### src/rtl/mie_pkg.sv
/*
 * Package for the instruction execute subset: operation codes, flag positions, cycle counts
 * and reset values.
 * Assumes a single 100 MHz clock domain and an external decoder that hands over one operation
 * at a time.
 */
package mie_pkg;

	localparam int DW = 8;

	// operation codes presented on the operation port
	typedef enum logic [5:0] {
		OP_NOP                        = 6'h00,
		OP_EXT_SKIP_IF_ZERO           = 6'h01,
		OP_EXT_SKIP_ZERO_MOVE_TO_ACC  = 6'h02,
		OP_EXT_SKIP_IF_NONZERO        = 6'h03,
		OP_EXT_SKIP_BIT_ZERO          = 6'h04,
		OP_EXT_SKIP_BIT_NONZERO       = 6'h05,
		OP_EXT_INC_SKIP_ZERO          = 6'h06,
		OP_EXT_DEC_SKIP_ZERO          = 6'h07,
		OP_EXT_INC_SKIP_ZERO_TO_ACC   = 6'h08,
		OP_EXT_DEC_SKIP_ZERO_TO_ACC   = 6'h09,
		OP_EXT_TABLE_READ_PAGE        = 6'h0A,
		OP_EXT_TABLE_READ_LAST_PAGE   = 6'h0B,
		OP_EXT_PREINC_TABLE_READ_PAGE = 6'h0C,
		OP_EXT_PREINC_TABLE_READ_LAST = 6'h0D,
		OP_EXT_CLEAR_BYTE             = 6'h0E,
		OP_EXT_SET_BYTE               = 6'h0F,
		OP_EXT_NIBBLE_SWAP            = 6'h10,
		OP_EXT_NIBBLE_SWAP_TO_ACC     = 6'h11,
		OP_ADD_WITH_CARRY             = 6'h12,
		OP_ADD_WITH_CARRY_TO_MEM      = 6'h13,
		OP_ADD                        = 6'h14,
		OP_ADD_IMM                    = 6'h15,
		OP_ADD_TO_MEM                 = 6'h16,
		OP_AND                        = 6'h17,
		OP_AND_IMM                    = 6'h18,
		OP_AND_TO_MEM                 = 6'h19,
		OP_CALL                       = 6'h1A,
		OP_CLEAR_BYTE                 = 6'h1B,
		OP_CLEAR_BIT                  = 6'h1C,
		OP_CLEAR_WATCHDOG             = 6'h1D,
		OP_COMPLEMENT_BYTE            = 6'h1E,
		OP_COMPLEMENT_TO_ACC          = 6'h1F,
		OP_DECIMAL_ADJUST             = 6'h20,
		OP_DECREMENT_BYTE             = 6'h21,
		OP_DECREMENT_TO_ACC           = 6'h22,
		OP_HALT                       = 6'h23
	} mie_op_t;

	// flag register bit positions
	localparam int F_C  = 0;
	localparam int F_AC = 1;
	localparam int F_Z  = 2;
	localparam int F_OV = 3;
	localparam int F_SC = 4;

	// cycle counts
	localparam logic [1:0] CYC_ONE   = 2'h1;
	localparam logic [1:0] CYC_TWO   = 2'h2;
	localparam logic [1:0] CYC_THREE = 2'h3;

	// decimal adjust constants
	localparam logic [7:0] DAA_LO  = 8'h06;
	localparam logic [7:0] DAA_HI  = 8'h60;
	localparam logic [3:0] BCD_MAX = 4'h9;
	localparam logic [7:0] BYTE_ZERO = 8'h00;
	localparam logic [7:0] BYTE_ONES = 8'hFF;

	// reset values
	localparam logic [7:0] RST_ACC   = 8'h00;
	localparam logic [4:0] RST_FLAGS = 5'h00;
	localparam logic [7:0] RST_TABLE_POINTER_REG  = 8'h00;
	localparam logic [7:0] RST_TABLE_HIGH_BYTE_REG  = 8'h00;

endpackage

### src/rtl/mie_core.sv
/*
 * Execute stage for a subset of an 8-bit controller instruction set: extended skips,
 * table reads, misc byte operations, add/and/call/clear/complement/decimal adjust/decrement
 * and halt with watchdog flag handling.
 * Assumes a decoder presents i_op with i_op_valid and waits for o_ready; data memory answers
 * reads combinationally on i_mem_rdata for the address the decoder drives; program memory
 * answers o_rom_addr on i_rom_data while o_rom_re stands.
 */
`timescale 1ns/10ps
`default_nettype none
module mie_core #(
	parameter int PC_W = 13
) (
	input  wire logic            i_clk,
	input  wire logic            i_rst_n,
	input  wire logic            i_ce,
	input  wire logic            i_op_valid,
	input  wire mie_pkg::mie_op_t i_op,
	input  wire logic      [7:0] i_imm,
	input  wire logic      [2:0] i_bit,
	input  wire logic            i_pcl_dest,
	input  wire logic [PC_W-1:0] i_pc,
	input  wire logic [PC_W-1:0] i_target,
	input  wire logic      [7:0] i_mem_rdata,
	input  wire logic     [15:0] i_rom_data,
	input  wire logic      [7:0] i_tbl_page,
	input  wire logic            i_wake,
	output logic                 o_ready,
	output logic                 o_skip,
	output logic                 o_mem_we,
	output logic           [7:0] o_mem_wdata,
	output logic [PC_W-1:0]      o_rom_addr,
	output logic                 o_rom_re,
	output logic                 o_push,
	output logic [PC_W-1:0]      o_push_addr,
	output logic                 o_pc_load,
	output logic [PC_W-1:0]      o_pc_target,
	output logic                 o_wdt_clear,
	output logic                 o_clk_gate,
	output logic           [7:0] o_acc,
	output logic           [4:0] o_flags,
	output logic           [7:0] o_table_pointer_reg,
	output logic           [7:0] o_table_high_byte_reg,
	output logic                 o_timeout_flag,
	output logic                 o_power_down_flag
);
	if (PC_W < 9 || PC_W > 16) begin : g_pc_w_check
		$error("PC_W must lie in 9..16");
	end

	typedef enum logic [3:0] {
		ST_IDLE = 4'b0001,
		ST_BUSY = 4'b0010,
		ST_ROM  = 4'b0100,
		ST_HALT = 4'b1000
	} mie_st_t;

	typedef struct packed {
		mie_st_t          st;
		logic [1:0]       cnt;
		logic             ready;
		logic             skip;
		logic             we;
		logic [7:0]       wdata;
		logic [PC_W-1:0]  rom_addr;
		logic             rom_re;
		logic             push;
		logic [PC_W-1:0]  push_addr;
		logic             pc_load;
		logic [PC_W-1:0]  pc_target;
		logic             wdt_clear;
		logic             gate;
		logic [7:0]       acc;
		logic [4:0]       flags;
		logic [7:0]       table_pointer_reg;
		logic [7:0]       table_high_byte_reg;
		logic             to;
		logic             power_down_flag;
	} mie_state_t;

	mie_state_t s_q;
	mie_state_t s_d;

	logic [7:0] alu_a;
	logic [7:0] alu_b;
	logic       alu_cin;
	logic [7:0] alu_sum;
	logic       alu_c;
	logic       alu_ac;
	logic       alu_ov;
	logic [7:0] alu_daa;
	logic       alu_daa_c;

	function automatic logic [PC_W-1:0] rom_addr_of(input logic last, input logic [7:0] page,
			input logic [7:0] ptr);
		logic [PC_W-1:0] a;
		a = '0;
		a[7:0] = ptr;
		a[PC_W-1:8] = last ? '1 : page[PC_W-9:0];
		return a;
	endfunction

	function automatic logic [1:0] skip_cycles(input logic skip);
		return skip ? mie_pkg::CYC_THREE : mie_pkg::CYC_TWO;
	endfunction

	mie_alu u_alu (
		.i_a     (alu_a),
		.i_b     (alu_b),
		.i_cin   (alu_cin),
		.i_ac    (s_q.flags[mie_pkg::F_AC]),
		.o_sum   (alu_sum),
		.o_c     (alu_c),
		.o_ac    (alu_ac),
		.o_ov    (alu_ov),
		.o_daa   (alu_daa),
		.o_daa_c (alu_daa_c)
	);

	always_comb begin
		logic [7:0] res;
		logic [7:0] ptr;
		logic       last;
		res      = mie_pkg::BYTE_ZERO;
		ptr      = s_q.table_pointer_reg;
		last     = 1'b0;
		s_d      = s_q;
		s_d.skip = 1'b0;
		s_d.we   = 1'b0;
		s_d.push = 1'b0;
		s_d.pc_load   = 1'b0;
		s_d.wdt_clear = 1'b0;
		s_d.rom_re    = 1'b0;
		alu_a    = s_q.acc;
		alu_b    = i_mem_rdata;
		alu_cin  = 1'b0;
		unique case (i_op)
			mie_pkg::OP_ADD_WITH_CARRY, mie_pkg::OP_ADD_WITH_CARRY_TO_MEM:
				alu_cin = s_q.flags[mie_pkg::F_C];
			mie_pkg::OP_ADD_IMM:
				alu_b = i_imm;
			mie_pkg::OP_EXT_INC_SKIP_ZERO, mie_pkg::OP_EXT_INC_SKIP_ZERO_TO_ACC: begin
				alu_a = i_mem_rdata;
				alu_b = 8'h01;
			end
			mie_pkg::OP_EXT_DEC_SKIP_ZERO, mie_pkg::OP_EXT_DEC_SKIP_ZERO_TO_ACC,
			mie_pkg::OP_DECREMENT_BYTE, mie_pkg::OP_DECREMENT_TO_ACC: begin
				alu_a = i_mem_rdata;
				alu_b = mie_pkg::BYTE_ONES;
			end
			mie_pkg::OP_DECIMAL_ADJUST:
				alu_cin = s_q.flags[mie_pkg::F_C];
			default: begin
			end
		endcase

		if (s_q.st == ST_IDLE && i_op_valid) begin
			s_d.ready = 1'b0;
			s_d.st    = ST_BUSY;
			s_d.cnt   = mie_pkg::CYC_ONE;
			unique case (i_op)
				mie_pkg::OP_EXT_SKIP_IF_ZERO:
					s_d.skip = (i_mem_rdata == mie_pkg::BYTE_ZERO);
				mie_pkg::OP_EXT_SKIP_IF_NONZERO:
					s_d.skip = (i_mem_rdata != mie_pkg::BYTE_ZERO);
				mie_pkg::OP_EXT_SKIP_BIT_ZERO:
					s_d.skip = !i_mem_rdata[i_bit];
				mie_pkg::OP_EXT_SKIP_BIT_NONZERO:
					s_d.skip = i_mem_rdata[i_bit];
				mie_pkg::OP_EXT_SKIP_ZERO_MOVE_TO_ACC: begin
					s_d.acc  = i_mem_rdata;
					s_d.skip = (i_mem_rdata == mie_pkg::BYTE_ZERO);
				end
				mie_pkg::OP_EXT_INC_SKIP_ZERO, mie_pkg::OP_EXT_DEC_SKIP_ZERO: begin
					s_d.we    = 1'b1;
					s_d.wdata = alu_sum;
					s_d.skip  = (alu_sum == mie_pkg::BYTE_ZERO);
				end
				mie_pkg::OP_EXT_INC_SKIP_ZERO_TO_ACC, mie_pkg::OP_EXT_DEC_SKIP_ZERO_TO_ACC: begin
					s_d.acc  = alu_sum;
					s_d.skip = (alu_sum == mie_pkg::BYTE_ZERO);
				end
				mie_pkg::OP_EXT_TABLE_READ_PAGE, mie_pkg::OP_EXT_TABLE_READ_LAST_PAGE,
				mie_pkg::OP_EXT_PREINC_TABLE_READ_PAGE, mie_pkg::OP_EXT_PREINC_TABLE_READ_LAST: begin
					if (i_op == mie_pkg::OP_EXT_PREINC_TABLE_READ_PAGE ||
							i_op == mie_pkg::OP_EXT_PREINC_TABLE_READ_LAST) begin
						ptr = s_q.table_pointer_reg + 8'h01;
					end
					last = (i_op == mie_pkg::OP_EXT_TABLE_READ_LAST_PAGE ||
						i_op == mie_pkg::OP_EXT_PREINC_TABLE_READ_LAST);
					s_d.table_pointer_reg     = ptr;
					s_d.rom_addr = rom_addr_of(last, i_tbl_page, ptr);
					s_d.rom_re   = 1'b1;
					s_d.st       = ST_ROM;
				end
				mie_pkg::OP_EXT_CLEAR_BYTE, mie_pkg::OP_CLEAR_BYTE: begin
					s_d.we    = 1'b1;
					s_d.wdata = mie_pkg::BYTE_ZERO;
				end
				mie_pkg::OP_EXT_SET_BYTE: begin
					s_d.we    = 1'b1;
					s_d.wdata = mie_pkg::BYTE_ONES;
				end
				mie_pkg::OP_EXT_NIBBLE_SWAP: begin
					s_d.we    = 1'b1;
					s_d.wdata = {i_mem_rdata[3:0], i_mem_rdata[7:4]};
				end
				mie_pkg::OP_EXT_NIBBLE_SWAP_TO_ACC:
					s_d.acc = {i_mem_rdata[3:0], i_mem_rdata[7:4]};
				mie_pkg::OP_ADD_WITH_CARRY, mie_pkg::OP_ADD, mie_pkg::OP_ADD_IMM,
				mie_pkg::OP_ADD_WITH_CARRY_TO_MEM, mie_pkg::OP_ADD_TO_MEM: begin
					s_d.flags[mie_pkg::F_C]  = alu_c;
					s_d.flags[mie_pkg::F_SC] = alu_c;
					s_d.flags[mie_pkg::F_AC] = alu_ac;
					s_d.flags[mie_pkg::F_OV] = alu_ov;
					s_d.flags[mie_pkg::F_Z]  = (alu_sum == mie_pkg::BYTE_ZERO);
					if (i_op == mie_pkg::OP_ADD_WITH_CARRY_TO_MEM ||
							i_op == mie_pkg::OP_ADD_TO_MEM) begin
						s_d.we    = 1'b1;
						s_d.wdata = alu_sum;
					end else begin
						s_d.acc = alu_sum;
					end
				end
				mie_pkg::OP_AND, mie_pkg::OP_AND_IMM, mie_pkg::OP_AND_TO_MEM: begin
					res = s_q.acc & ((i_op == mie_pkg::OP_AND_IMM) ? i_imm : i_mem_rdata);
					s_d.flags[mie_pkg::F_Z] = (res == mie_pkg::BYTE_ZERO);
					if (i_op == mie_pkg::OP_AND_TO_MEM) begin
						s_d.we    = 1'b1;
						s_d.wdata = res;
					end else begin
						s_d.acc = res;
					end
				end
				mie_pkg::OP_CALL: begin
					s_d.push      = 1'b1;
					s_d.push_addr = i_pc + {{(PC_W-1){1'b0}}, 1'b1};
					s_d.pc_load   = 1'b1;
					s_d.pc_target = i_target;
				end
				mie_pkg::OP_CLEAR_BIT: begin
					res         = i_mem_rdata;
					res[i_bit]  = 1'b0;
					s_d.we      = 1'b1;
					s_d.wdata   = res;
				end
				mie_pkg::OP_CLEAR_WATCHDOG: begin
					s_d.wdt_clear = 1'b1;
					s_d.to        = 1'b0;
					s_d.power_down_flag       = 1'b0;
				end
				mie_pkg::OP_COMPLEMENT_BYTE, mie_pkg::OP_COMPLEMENT_TO_ACC: begin
					res = ~i_mem_rdata;
					s_d.flags[mie_pkg::F_Z] = (res == mie_pkg::BYTE_ZERO);
					if (i_op == mie_pkg::OP_COMPLEMENT_BYTE) begin
						s_d.we    = 1'b1;
						s_d.wdata = res;
					end else begin
						s_d.acc = res;
					end
				end
				mie_pkg::OP_DECIMAL_ADJUST: begin
					s_d.we    = 1'b1;
					s_d.wdata = alu_daa;
					s_d.flags[mie_pkg::F_C] = alu_daa_c;
				end
				mie_pkg::OP_DECREMENT_BYTE, mie_pkg::OP_DECREMENT_TO_ACC: begin
					s_d.flags[mie_pkg::F_Z] = (alu_sum == mie_pkg::BYTE_ZERO);
					if (i_op == mie_pkg::OP_DECREMENT_BYTE) begin
						s_d.we    = 1'b1;
						s_d.wdata = alu_sum;
					end else begin
						s_d.acc = alu_sum;
					end
				end
				mie_pkg::OP_HALT: begin
					s_d.wdt_clear = 1'b1;
					s_d.power_down_flag       = 1'b1;
					s_d.to        = 1'b0;
					s_d.gate      = 1'b1;
					s_d.st        = ST_HALT;
				end
				default: begin
					s_d.cnt = mie_pkg::CYC_ONE;
				end
			endcase
			// total cycles: skips 2/3, PROGRAM_COUNTER_LOW destination 3, table reads 3, other extended ops and call 2
			if (s_d.skip) begin
				s_d.cnt = skip_cycles(1'b1) - mie_pkg::CYC_ONE;
			end else if (i_pcl_dest) begin
				s_d.cnt = mie_pkg::CYC_THREE - mie_pkg::CYC_ONE;
			end else if (i_op != mie_pkg::OP_NOP && i_op != mie_pkg::OP_HALT) begin
				s_d.cnt = skip_cycles(1'b0) - mie_pkg::CYC_ONE;
			end else begin
				s_d.cnt = mie_pkg::CYC_ONE;
			end
		end else if (s_q.st == ST_ROM) begin
			s_d.table_high_byte_reg  = i_rom_data[15:8];
			s_d.we    = 1'b1;
			s_d.wdata = i_rom_data[7:0];
			s_d.cnt   = mie_pkg::CYC_ONE;
			s_d.st    = ST_BUSY;
		end else if (s_q.st == ST_BUSY) begin
			if (s_q.cnt == mie_pkg::CYC_ONE) begin
				s_d.ready = 1'b1;
				s_d.st    = ST_IDLE;
			end
			s_d.cnt = s_q.cnt - mie_pkg::CYC_ONE;
			s_d.skip = s_q.skip;
		end else if (s_q.st == ST_HALT) begin
			if (i_wake) begin
				s_d.gate  = 1'b0;
				s_d.ready = 1'b1;
				s_d.st    = ST_IDLE;
			end
		end
	end

	always_ff @(posedge i_clk) begin
		if (!i_rst_n) begin
			s_q           <= '0;
			s_q.st        <= ST_IDLE;
			s_q.ready     <= 1'b1;
			s_q.acc       <= mie_pkg::RST_ACC;
			s_q.flags     <= mie_pkg::RST_FLAGS;
			s_q.table_pointer_reg      <= mie_pkg::RST_TABLE_POINTER_REG;
			s_q.table_high_byte_reg      <= mie_pkg::RST_TABLE_HIGH_BYTE_REG;
		end else if (i_ce) begin
			s_q <= s_d;
		end
	end

	assign o_ready           = s_q.ready;
	assign o_skip            = s_q.skip;
	assign o_mem_we          = s_q.we;
	assign o_mem_wdata       = s_q.wdata;
	assign o_rom_addr        = s_q.rom_addr;
	assign o_rom_re          = s_q.rom_re;
	assign o_push            = s_q.push;
	assign o_push_addr       = s_q.push_addr;
	assign o_pc_load         = s_q.pc_load;
	assign o_pc_target       = s_q.pc_target;
	assign o_wdt_clear       = s_q.wdt_clear;
	assign o_clk_gate        = s_q.gate;
	assign o_acc             = s_q.acc;
	assign o_flags           = s_q.flags;
	assign o_table_pointer_reg            = s_q.table_pointer_reg;
	assign o_table_high_byte_reg            = s_q.table_high_byte_reg;
	assign o_timeout_flag    = s_q.to;
	assign o_power_down_flag = s_q.power_down_flag;

	halt_flags_a: assert property (@(posedge i_clk) disable iff (!i_rst_n)
		(i_ce && s_q.st == ST_IDLE && i_op_valid && i_op == mie_pkg::OP_HALT) |=>
		(o_power_down_flag && !o_timeout_flag && o_wdt_clear && o_clk_gate))
		else $error("halt did not set power down state");
	clrwdt_flags_a: assert property (@(posedge i_clk) disable iff (!i_rst_n)
		(i_ce && s_q.st == ST_IDLE && i_op_valid && i_op == mie_pkg::OP_CLEAR_WATCHDOG) |=>
		(!o_power_down_flag && !o_timeout_flag && o_wdt_clear))
		else $error("clear watchdog left flags set");
	call_push_a: assert property (@(posedge i_clk) disable iff (!i_rst_n)
		(i_ce && s_q.st == ST_IDLE && i_op_valid && i_op == mie_pkg::OP_CALL && !i_pcl_dest) |=>
		(o_push && o_pc_load && !o_ready && $stable(o_flags)) ##1 o_ready)
		else $error("call push or length wrong");
	skip_three_a: assert property (@(posedge i_clk) disable iff (!i_rst_n)
		(i_ce && s_q.st == ST_IDLE && i_op_valid && i_op == mie_pkg::OP_EXT_SKIP_IF_ZERO &&
		i_mem_rdata == 8'h00) |=> (!o_ready && o_skip) ##1 (!o_ready && o_skip) ##1 o_ready)
		else $error("skip length wrong");
	table_rom_a: assert property (@(posedge i_clk) disable iff (!i_rst_n)
		(i_ce && s_q.st == ST_ROM) |=> (o_mem_we && o_table_high_byte_reg == $past(i_rom_data[15:8])))
		else $error("table read did not load high byte");
	and_flags_a: assert property (@(posedge i_clk) disable iff (!i_rst_n)
		(i_ce && s_q.st == ST_IDLE && i_op_valid && i_op == mie_pkg::OP_AND) |=>
		(o_flags[mie_pkg::F_C] == $past(o_flags[mie_pkg::F_C]) &&
		o_flags[mie_pkg::F_Z] == (o_acc == 8'h00)))
		else $error("and changed flags wrongly");
	halt_hold_a: assert property (@(posedge i_clk) disable iff (!i_rst_n)
		(s_q.st == ST_HALT && !i_wake) |=> ($stable(o_acc) && o_clk_gate && !o_mem_we))
		else $error("state changed during power down");
	zero_flag_a: assert property (@(posedge i_clk) disable iff (!i_rst_n)
		(i_ce && s_q.st == ST_IDLE && i_op_valid && i_op == mie_pkg::OP_DECREMENT_TO_ACC) |=>
		(o_flags[mie_pkg::F_Z] == (o_acc == 8'h00)))
		else $error("zero flag mismatch");
endmodule
`default_nettype wire

### src/rtl/mie_alu.sv
/*
 * Combinational arithmetic unit: add with carry, increment/decrement, decimal adjust.
 * Assumes operands are stable within the cycle; no state.
 */
`timescale 1ns/10ps
`default_nettype none
module mie_alu (
	input  wire logic [7:0] i_a,
	input  wire logic [7:0] i_b,
	input  wire logic       i_cin,
	input  wire logic       i_ac,
	output logic      [7:0] o_sum,
	output logic            o_c,
	output logic            o_ac,
	output logic            o_ov,
	output logic      [7:0] o_daa,
	output logic            o_daa_c
);
	logic [4:0] lo;
	logic [8:0] full;
	logic [7:0] adj;
	logic [8:0] daa_full;

	always_comb begin
		lo       = {1'b0, i_a[3:0]} + {1'b0, i_b[3:0]} + {4'h0, i_cin};
		full     = {1'b0, i_a} + {1'b0, i_b} + {8'h00, i_cin};
		o_sum    = full[7:0];
		o_c      = full[8];
		o_ac     = lo[4];
		o_ov     = (i_a[7] == i_b[7]) && (full[7] != i_a[7]);
		adj      = mie_pkg::BYTE_ZERO;
		if (i_a[3:0] > mie_pkg::BCD_MAX || i_ac) begin
			adj = adj | mie_pkg::DAA_LO;
		end
		if (i_a[7:4] > mie_pkg::BCD_MAX || i_cin) begin
			adj = adj | mie_pkg::DAA_HI;
		end
		daa_full = {1'b0, i_a} + {1'b0, adj};
		o_daa    = daa_full[7:0];
		o_daa_c  = daa_full[8] | adj[6];
	end
endmodule
`default_nettype wire

### config.mk
export PLATFORM = sky130hd
export DESIGN_NAME = mie_core
export DESIGN_NICKNAME = d
export VERILOG_FILES = /design/src/rtl/mie_pkg.sv /design/src/rtl/mie_core.sv /design/src/rtl/mie_alu.sv
export SDC_FILE = /design/constraint.sdc
export NUM_CORES = 1
export LEC_CHECK = 0
export BUFFER_PORTS_ARGS = -buffer_cell sky130_fd_sc_hd__buf_2
export CAP_MARGIN = 20
export CORE_MARGIN = 4
export CORE_UTILIZATION = 41
export CTS_CLUSTER_SIZE = 14
export DETAILED_ROUTE_END_ITERATION = 7
export PLACE_DENSITY = 0.68
export SLEW_MARGIN = 15
export SYNTH_ARGS = -nofsm -noshare
export SYNTH_HDL_FRONTEND = slang
export SYNTH_HIERARCHICAL = 1
export SYNTH_SLANG_ARGS = --single-unit
### constraint.sdc
create_clock -name i_clk -period 4.6 [get_ports i_clk]
set_input_delay 0.46 -clock i_clk [delete_from_list [all_inputs] [get_ports i_clk]]
set_output_delay 0.46 -clock i_clk [all_outputs]
set_load 0.01 [all_outputs]
==> results of run 1 <==
==> worst min-delay path by stage <==
stage	end	slack, ns	cells after the start
6_report	o_push_addr[0]	0.34	2
5_1_grt	o_push_addr[0]	0.34	2
4_1_cts	o_push_addr[0]	0.33	2
3_5_place_dp	o_table_high_byte_reg[4]	0.44	2
3_3_place_gp	o_pc_target[3]	0.44	2
2_1_floorplan	o_flags[3]	0.44	2
==> power groups by stage <==
stage	Clock [uW]	Sequential [uW]	Combinational, uW
final	725	731	357
after detailed placement	0	747	352
after global routing	777	732	391
after global placement	0	746	350
after floorplan	0	740	241
after CTS	744	731	353
==> cell usage in the layout, fill, tap and decap left out, types with 14 or more instances in the layout <==
cell        n
xor2_1     17
nand2_1   118
a21oi_1    58
inv_1      14
buf_2     162
dfxtp_1    82
nor2_1     61
ha_1       14
a221o_1    16
o21ai_0    38
a211oi_1   23
nand3_1    50
buf_4      31
==> logic make-up (layout without fill, tap and decap cells) <==
logic type / Yosys count / count (layout)
and+or+nand+nor: 320 / 320
adders and majority gates: 17 / 17
muxes: 23 / 23
AOI/OAI and AO/OA: 222 / 222
DFF: 82 / 82
other: 1 / 1
buffers and inverters: 149 / 225
xor gates and xnor gates: 29 / 29
==> per-layer routing <==
metal	wire length, um	vias up	global-route usage
met5	0	-	0
met4	619	0	0.0731
met3	1480	48	0.0434
met2	8770	267	0.337
met1	7890	2900	0.260
li1	-	3104	-
==> through the flow <==
stage	power (uW)	cells	utilization	cell area, sq um
after floorplan	981	843	-	6450
after global placement	1100	1113	0.450	6890
after detailed placement	1100	1113	0.450	6890
after CTS	1830	1129	0.469	7180
after global routing	1900	1130	0.469	7190
final	1810	1130	0.469	7190
==> cell usage after synthesis, drive strengths merged (8+ instances only) <==
| cell type | instances |
|---|---|
| nand2 | 119 |
| buf | 107 |
| dfxtp | 82 |
| nor2 | 62 |
| a21oi | 60 |
| nand3 | 50 |
| o21ai | 38 |
| clkbuf | 25 |
| a211oi | 24 |
| xor2 | 17 |
| a221o | 16 |
| inv | 16 |
| ha | 14 |
| nand2b | 13 |
| nor2b | 12 |
| xnor2 | 12 |
| mux2i | 11 |
| o22ai | 11 |
| o31ai | 11 |
| a32o | 10 |
| mux2 | 10 |
| a211o | 9 |
| nand4 | 9 |
| o211ai | 9 |
| a221oi | 8 |
==> layout make-up <==
class / instances / area [sq um] / area share
clock buffer: 10 / 229 / 0.0319
clock inverter: 6 / 65.1 / 0.00905
inverter: 16 / 60.1 / 0.00836
multi-input combinational: 612 / 3880 / 0.540
sequential: 82 / 1640 / 0.228
tap: 211 / 264 / 0.0367
timing repair buffer: 193 / 1040 / 0.145
==> metrics.txt, run 1 <==
status complete, no violations; drt pass-1 iters 5; internal power between 1000 and 1500 uW; starting density of the core 0.421; initial antenna violation count 0; routed len/inst around 17 um; Yosys warning count 6; min Tclk post-route slightly above 4 ns; Yosys top cell area share 0.255; Final Cycle Share 0.899; Synth Area in Simple Gates 0.246; fin nets between 1k and 1.5k; # diodes 0; dominant synthesized flop cell dfxtp_1; kind of critical path input pin to flip-flop; register bit total from synthesis 82; insertion delay to the later sink of the worst-skew pair about 0.35 ns; CP endpoint s_q[87]; worst slack, placed around 0.12 ns; Worst setup EP type flip-flop; Placeable Area between 0.015 and 0.02 sq mm; crit-path max cell delay approximately 0.6 ns; Area contributors post-synth dfxtp_1 25%, buf_4 9.9%, nand2_1 6.9%; # DRC 0; Slowest-stage cell, CP or4_1; CTS HTree Levels 3; final-report hold violation count 0; fmax between 200 and 250 MHz; Die X-Extent 133 um; sequential share of power 0.403; crit path max fanout 8; count of final setup violators 0; CP Cell Sequence buf_2 -> nor3b_1 -> o21ai_0 -> a21oi_1 -> o21bai_2 -> mux2_2 -> fa_1 -> a211o_1 -> a21oi_1 -> a21oi_2 -> xor2_1 -> or4_1 -> a211oi_1 -> o31ai_1 -> o41a_1 -> a221oi_1; leak pwr 0.00316 uW; Critical Path Stages 16; mux cell area share after synthesis 0.0421; Post-synth EDFFs 0; post-route ant nets 0; Reg2Reg Depth 11; DP Wirelength approximately 14000 um; Crit path top cell by count a21oi_1; row count 45; worst hold path class input pin to flip-flop; # IOs 167; share of cells above drive strength 1 0.262; Post-synth ARST share 0; Logic pwr share 0.197; Layout area overhead 11.5%; Adder-Cell Fraction of Synth Area 0.0365; DR vias/cell between 5 and 6; Net Switching around 530 uW; PwrDens between 200 and 300 mW/mm^2; sw frac 0.291; cell family contributing the most delay on the critical path compound AO/OA/AOI/OAI gates; reg2reg setup slack 1.16 ns; unrepaired setup endpoints after global routing no; worst-margin pin slew around 1.0 ns; Startpoint Class input pin; Buf+Inv Stages, Crit Path 1; CTS hold repair buffers 0; VDD IR max approximately 0.18 mV; CTS tree yes; total CTS buffers 9; fill count ~1.6k; CTS root buf clkbuf_16; Clock Pin Slew Worst Setup and Hold Paths ~0.07 ns; setup TNS 0 ns; CTS Sinks between 80 and 90; register area share after synthesis 0.255; Initial DRC Count 498; gpl congestion between 0.9 and 1; syn avg cell area approximately 7.6 sq um; Synth cell types 77; Synth Area in Compound Gates 0.237; share of total power in the clock network 0.400; Crit Reg-Reg Endpoint s_q[87]; worst setup margin roughly 0.46 ns; Reg-to-Reg Start o_acc[0]; Die Area 0.0178 sq mm; gr usage total 0.203; Post-Synth XOR/XNOR Area 0.0394; I/O Buffers between 150 and 200; die height around 130 um; worst setup path start i_op[5]; Setup Buffers After CTS 0; worst hold start i_pc[0]; Mapped Nets between 900 and 1k; WP data arrival 4.39 ns; max-slew violations 0; largest family of logic cells by synthesized area simple AND/OR/NAND/NOR gates; Data required, critical path a little under 5 ns; clock buffer depth 2; PostCTS Resize Cnt 0; Max transition margin 0.331; via count between 6k and 7k; max-cap violations 0; vias in the first global route about 5.6k; pin count of the biggest net entering global routing 62; Total Routed Length about 19000 um; total grt overflow 0; first-pass GRT wire length 29500 um; Post-Syn Instances ~840; Fin Hold WS around 0.34 ns; Post-Synthesis Cell Area between 0.006 and 0.007 sq mm; top cell type by total area after synthesis dfxtp_1; skew final 0.0128 ns
Note: power is estimated with default switching activity, not from simulation.
==> inputs of run 2 (changes only) <==
SETUP_SLACK_MARGIN = 0.5   (was unset)
==> run 2 against run 1 <==
Register-to-register slack better by 0.08 ns. Wire length is 2.9% higher. Maximum frequency increased by 6.4%. Clock skew up 0.0017 ns. Setup slack improved by 0.25 ns. Cell count grew 0.18%. Core utilization increased by 0.84 points. Die area is the same. Critical path type unchanged. Critical endpoint unchanged. Largest cell class unchanged. Largest power group is now clock.
==> metrics.txt, run 2 (same netlist as run 1, synthesis figures left out) <==
status complete, no violations; Final Cycle Share 0.845 (-0.0540); vias in the first global route 5724 (+1.6%); die height 133 um (unchanged); max-cap violations 0 (unchanged); Die X-Extent 133 um (unchanged); leak pwr 0.00321 uW (+1.5%); CTS Sinks 82 (unchanged); CTS root buf clkbuf_16; Layout Cell Area excl Fill 0.00732 sq mm (+1.8%); fin nets 1014 (+0.20%); number of cells after detailed placement 1109 (-0.36%); post-route ant nets 0 (unchanged); setup TNS 0 ns (unchanged); Hold Path Stages 2 (unchanged); Initial DRC Count 463 (-7.0%); CTS HTree Levels 3 (unchanged); I/O Buffers 162 (unchanged); share of cells above drive strength 1 0.282 (+0.0201); WP data arrival 4.15 ns (-0.24 ns); unrepaired setup endpoints after global routing yes; initial antenna violation count 0 (unchanged); total CTS buffers 9 (unchanged); via count 6388 (+1.1%); gpl congestion 0.938 (-2.6%); drt pass-1 iters 5 (unchanged); total grt overflow 0 (unchanged); routed len/inst 17.0 um (+2.7%); row count 45 (unchanged); worst setup path start i_op[0]; worst hold path class input pin to flip-flop; starting density of the core 0.421 (unchanged); CP Cell Sequence buf_2 -> nor3b_4 -> o21ai_1 -> a21oi_1 -> o21bai_2 -> mux2_4 -> fa_2 -> inv_2 -> fa_2 -> nor2b_1 -> o31a_1 -> o21ai_2 -> a21boi_2 -> or4_4 -> a211oi_2 -> o31ai_1 -> o41a_1 -> a221oi_2; insertion delay to the later sink of the worst-skew pair 0.35 ns (about the same); crit-path max cell delay 0.57 ns (-0.03 ns); pin count of the biggest net entering global routing 62 (unchanged); Crit Reg-Reg Endpoint s_q[87]; PwrDens 255 mW/mm^2 (+1.0%); DR vias/cell 5.64 (+0.91%); fmax 257 MHz (+6.4%); # IOs 167 (unchanged); fin util 0.478 (+0.00842); worst setup margin 0.711 ns (+0.248 ns); DP Wirelength 14500 um (+0.30%); Slowest-stage cell, CP or4_4; most frequent cells in the layout 161 x buf_2, 118 x nand2_1, 82 x dfxtp_1; max-slew violations 0 (unchanged); placed cell areas 0.00692 sq mm (+0.42%); first-pass GRT wire length 30400 um (+3.1%); count of final setup violators 0 (unchanged); skew final 0.0146 ns (+0.00172 ns); clock buffer depth 2 (unchanged); Startpoint Class input pin; reg2reg setup slack 1.24 ns (+0.08 ns); kind of critical path input pin to flip-flop; final-report hold violation count 0 (unchanged); VDD IR max 0.195 mV (+9.6%); Crit path top cell by count fa_2; crit path max fanout 15 (+7); gr usage total 0.209 (+0.00625); Total Routed Length 19300 um (+2.9%); Layout area overhead 13.5%; Data required, critical path 4.86 ns (about the same); worst slack, placed 0.136 ns (+0.0180 ns); most common cell after layout, fill and taps aside buf_2; non-filler instance count after layout 1132 (+0.18%); Worst setup EP type flip-flop; worst hold start i_pc[0]; Reg2Reg Depth 14 (+3); Placeable Area 0.0153 sq mm (unchanged); Clock Pin Slew Worst Setup and Hold Paths 0.07 ns (about the same); # DRC 0 (unchanged); min Tclk post-route 3.89 ns (-0.248 ns); Die Area 0.0178 sq mm (unchanged); Max transition margin 0.358 (+0.0272); worst-margin pin slew 0.956 ns (-0.0461 ns); # diodes 0 (unchanged); CTS tree yes; WHS Endpoint o_push_addr[0]; Reg-to-Reg Start o_flags[0]
[run 2: changes by cell type in the layout (fill, tap and decap cells not counted), sizes merged]
cell / previous run / this run
buf: 193 / 195
inv: 17 / 19
clkinv: 3 / 2
clkinvlp: 1 / 0
[run 2: repair_timing]
item,in CTS,in global routing
endpoints found under the setup margin,0,5
gates resized for setup,0,10
setup buffers,0,6
hold buffers,0,0
hold endpoints to repair,0,0
[run 2: power breakdown]
part	internal [uW]	leakage (uW)	switching [uW]	total [uW]
clock network	442	0.000154	317	758
registers	719	0.000662	11.1	730
logic	153	0.00240	222	375
[run 2: how the worst max path moves through the flow]
| stage | end | slack, ns | cells after the start |
|---|---|---|---|
| 2_1_floorplan | o_flags[2] | 0.50 | 20 |
| 3_3_place_gp | s_q[87] | 0.21 | 16 |
| 3_5_place_dp | s_q[87] | 0.14 | 16 |
| 4_1_cts | s_q[87] | 0.50 | 16 |
| 5_1_grt | s_q[87] | 0.49 | 18 |
| 6_report | s_q[87] | 0.71 | 18 |
[run 2: metal layers]
layer | vias up | track usage | share of wire
met3 | 73 | 0.0408 | 0.070
met4 | 0 | 0.0937 | 0.042
met5 | - | 0 | 0
li1 | 3117 | - | -
met1 | 2926 | 0.270 | 0.43
met2 | 272 | 0.340 | 0.46
[run 2: per-stage QoR]
step	power, uW	hold WS [ns]
floorplan	990	0.437
global placement	1100	0.439
detailed placement	1110	0.443
CTS	1870	0.332
global route	1940	0.343
finish	1860	0.340
[run 2: area by class of cell]
| class | instances | area, sq um |
|---|---|---|
| fillers | 1585 | 8000 |
| well taps | 211 | 264 |
| clock buffers | 10 | 239 |
| inverters | 16 | 60.1 |
| clock inverters | 6 | 70.1 |
| repair buffers | 195 | 1070 |
| multi-input cells | 612 | 3970 |
| flip-flops and latches | 82 | 1640 |
[run 2: critical path: cells and delay by family]
family	cells	cell delay, ns
AO/OA/AOI/OAI	10	1.66
adder cells (fa/ha/maj)	2	0.60
buffers and inverters	2	0.35
multiplexers	1	0.36
AND/OR/NAND/NOR	3	0.70
==> inputs of run 3 (changes only) <==
PLACE_DENSITY = 0.71   (was 0.68)
clock period = 3.1 ns   (was 4.6 ns; I/O delays follow)
==> run 3 against run 2 <==
The run now ends with setup timing left. Core utilization is 6.0 points higher. Non-clock buffer count grew 78. Clock skew fell by 0.0064 ns. Setup slack got worse by 1.1 ns. Sequential cell count stayed put.
==> metrics.txt, run 3 (same netlist as run 1, synthesis figures left out) <==
Final Cycle Share 1.13; most frequent cells in the layout 159 x buf_2, 118 x nand2_1, 98 x buf_4; sequential share of power 0.382 (-0.010); setup TNS -2.68 ns (-2.68 ns); total CTS buffers 9 (unchanged); pin count of the biggest net entering global routing 40 (-35%); non-filler instance count after layout 1210 (+6.9%); WP data arrival 3.75 ns (-0.40 ns); Worst setup EP type flip-flop; worst-margin pin slew 0.944 ns (-0.0116 ns); CTS tree yes; Reg-to-Reg Start o_flags[0]; most common cell after layout, fill and taps aside buf_2; worst setup margin -0.394 ns (-1.11 ns); Initial DRC Count 659 (+42%); worst hold start i_target[8]; fin nets 1092 (+7.7%); total grt overflow 0 (unchanged); internal power 1970 uW (+50%); worst hold path class input pin to flip-flop; gr usage total 0.233 (+0.0234); min Tclk post-route 3.49 ns; CTS root buf clkbuf_16; final-report hold violation count 0 (unchanged); Layout area overhead 27.9%; post-route ant nets 0 (unchanged); max-cap violations 0 (unchanged); row count 45 (unchanged); routed len/inst 18.0 um (+5.3%); # DRC 0 (unchanged); skew final 0.00814 ns (-0.00642 ns); CTS Sinks 82 (unchanged); VDD IR max 0.293 mV (+50%); number of cells after detailed placement 1176 (+6.0%); Logic pwr share 0.257 (+0.056); fill count 1468 (-7.4%); status finished with violations; insertion delay to the later sink of the worst-skew pair 0.35 ns (about the same); Data required, critical path 3.36 ns (-1.50 ns); sw frac 0.306 (+0.0109); PwrDens 344 mW/mm^2 (+35%); via count 6850 (+7.2%); DR vias/cell 5.66 (+0.32%); I/O Buffers 162 (unchanged); initial antenna violation count 0 (unchanged); share of total power in the clock network 0.360 (-0.047); Clock Pin Slew Worst Setup and Hold Paths 0.06 ns (about the same); Max transition margin 0.369 (+0.0113); gpl congestion 1.03 (+9.5%); Startpoint Class input pin; clock buffer depth 2 (unchanged); # diodes 0 (unchanged); starting density of the core 0.421 (unchanged); max-slew violations 0 (unchanged); unrepaired setup endpoints after global routing yes; DP Wirelength 16500 um (+14%); # IOs 167 (unchanged); die height 133 um (unchanged); violated checks setup timing; Total Routed Length 21700 um (+13%); Die Area 0.0178 sq mm (unchanged); crit path max fanout 8 (-7); first-pass GRT wire length 33400 um (+9.9%); kind of critical path input pin to flip-flop; Net Switching 868 uW (+58%); Fin Hold WS 0.198 ns (-0.142 ns); drt pass-1 iters 8 (+3); Placeable Area 0.0153 sq mm (unchanged); count of final setup violators 10 (+10); vias in the first global route 6335 (+11%); CTS HTree Levels 3 (unchanged); share of cells above drive strength 1 0.377 (+0.0951); leak pwr 0.00365 uW (+14%); CTS hold repair buffers 0 (unchanged); fmax around 290 MHz; worst setup path start i_op[0]; Die X-Extent 133 um (unchanged)
[run 3: cell count changes in the layout (fill, tap and decap cells not counted), moves of 3 or more]
cell      previous run  this run
a21oi_1             57        53
a21oi_2              3         6
a221oi_1             7         1
a221oi_2             1         6
buf_4               33        98
buf_6                0        12
ha_1                13         7
ha_4                 0         6
nand3_1             50        45
nand3_2              0         4
o21ai_0             35        31
o21ai_2              1         4
[run 3: layout make-up]
class	count	area, sq um	area share
Clock buffer	11	243	0.0295
Clock inverter	5	37.5	0.00455
Inverter	16	60.1	0.00729
Multi-Input combinational cell	612	4270	0.518
Sequential cell	82	1640	0.199
Tap cell	211	264	0.0320
Timing Repair Buffer	273	1720	0.209
[run 3: worst paths after layout]
| path | end | slack (ns) | cells past startpoint |
|---|---|---|---|
| setup / recovery | s_q[87] | -0.39 | 20 |
| hold / removal | o_pc_target[8] | 0.20 | 3 |
| setup reg to reg | s_q[87] | -0.17 | 14 |
| hold reg to reg | o_pc_target[3] | 0.45 | 2 |
[run 3: routing by layer]
layer  GRT usage  up-vias  wire (um)
met3      0.0593       69       2040
met1       0.297     3154       9040
met4      0.0994        0        776
li1            -     3267          -
met2       0.373      360       9870
met5           0        -          0
[run 3: stage by stage]
step	power (uW)	worst slack, ns	util	cell area (sq um)
floorplan	1480	-0.787	-	6590
global placement	1730	-0.853	0.488	7470
detailed placement	1720	-0.902	0.488	7470
CTS	2800	-0.357	0.524	8020
global route	2960	-0.595	0.538	8240
finish	2840	-0.394	0.538	8240
[run 3: power by group through the flow]
stage | clock [uW] | combinational [uW] | sequential [uW]
5_1_grt | 1090 | 783 | 1080
3_3_place_gp | 0 | 618 | 1110
3_5_place_dp | 0 | 617 | 1110
6_report | 1020 | 730 | 1080
4_1_cts | 1040 | 674 | 1080
2_1_floorplan | 0 | 378 | 1100
[run 3: repair_timing]
action	4_1_cts	5_1_grt
gates resized for setup	42	27
setup endpoints to repair	20	21
setup buffers	10	7
pin swaps	32	22
[run 3: worst max-delay path, cell delays in order]
cell	delay, ns
buf_8	0.10
nor3b_4	0.20
o21ai_2	0.08
a21oi_2	0.19
o21bai_4	0.09
buf_6	0.15
buf_4	0.15
buf_4	0.13
nand3_1	0.07
nand3_1	0.10
ha_1	0.36
o21a_1	0.19
a21oi_2	0.07
a21oi_2	0.18
xor2_2	0.11
or4_4	0.56
a211oi_2	0.19
o31ai_1	0.11
o41a_1	0.17
a221oi_2	0.21
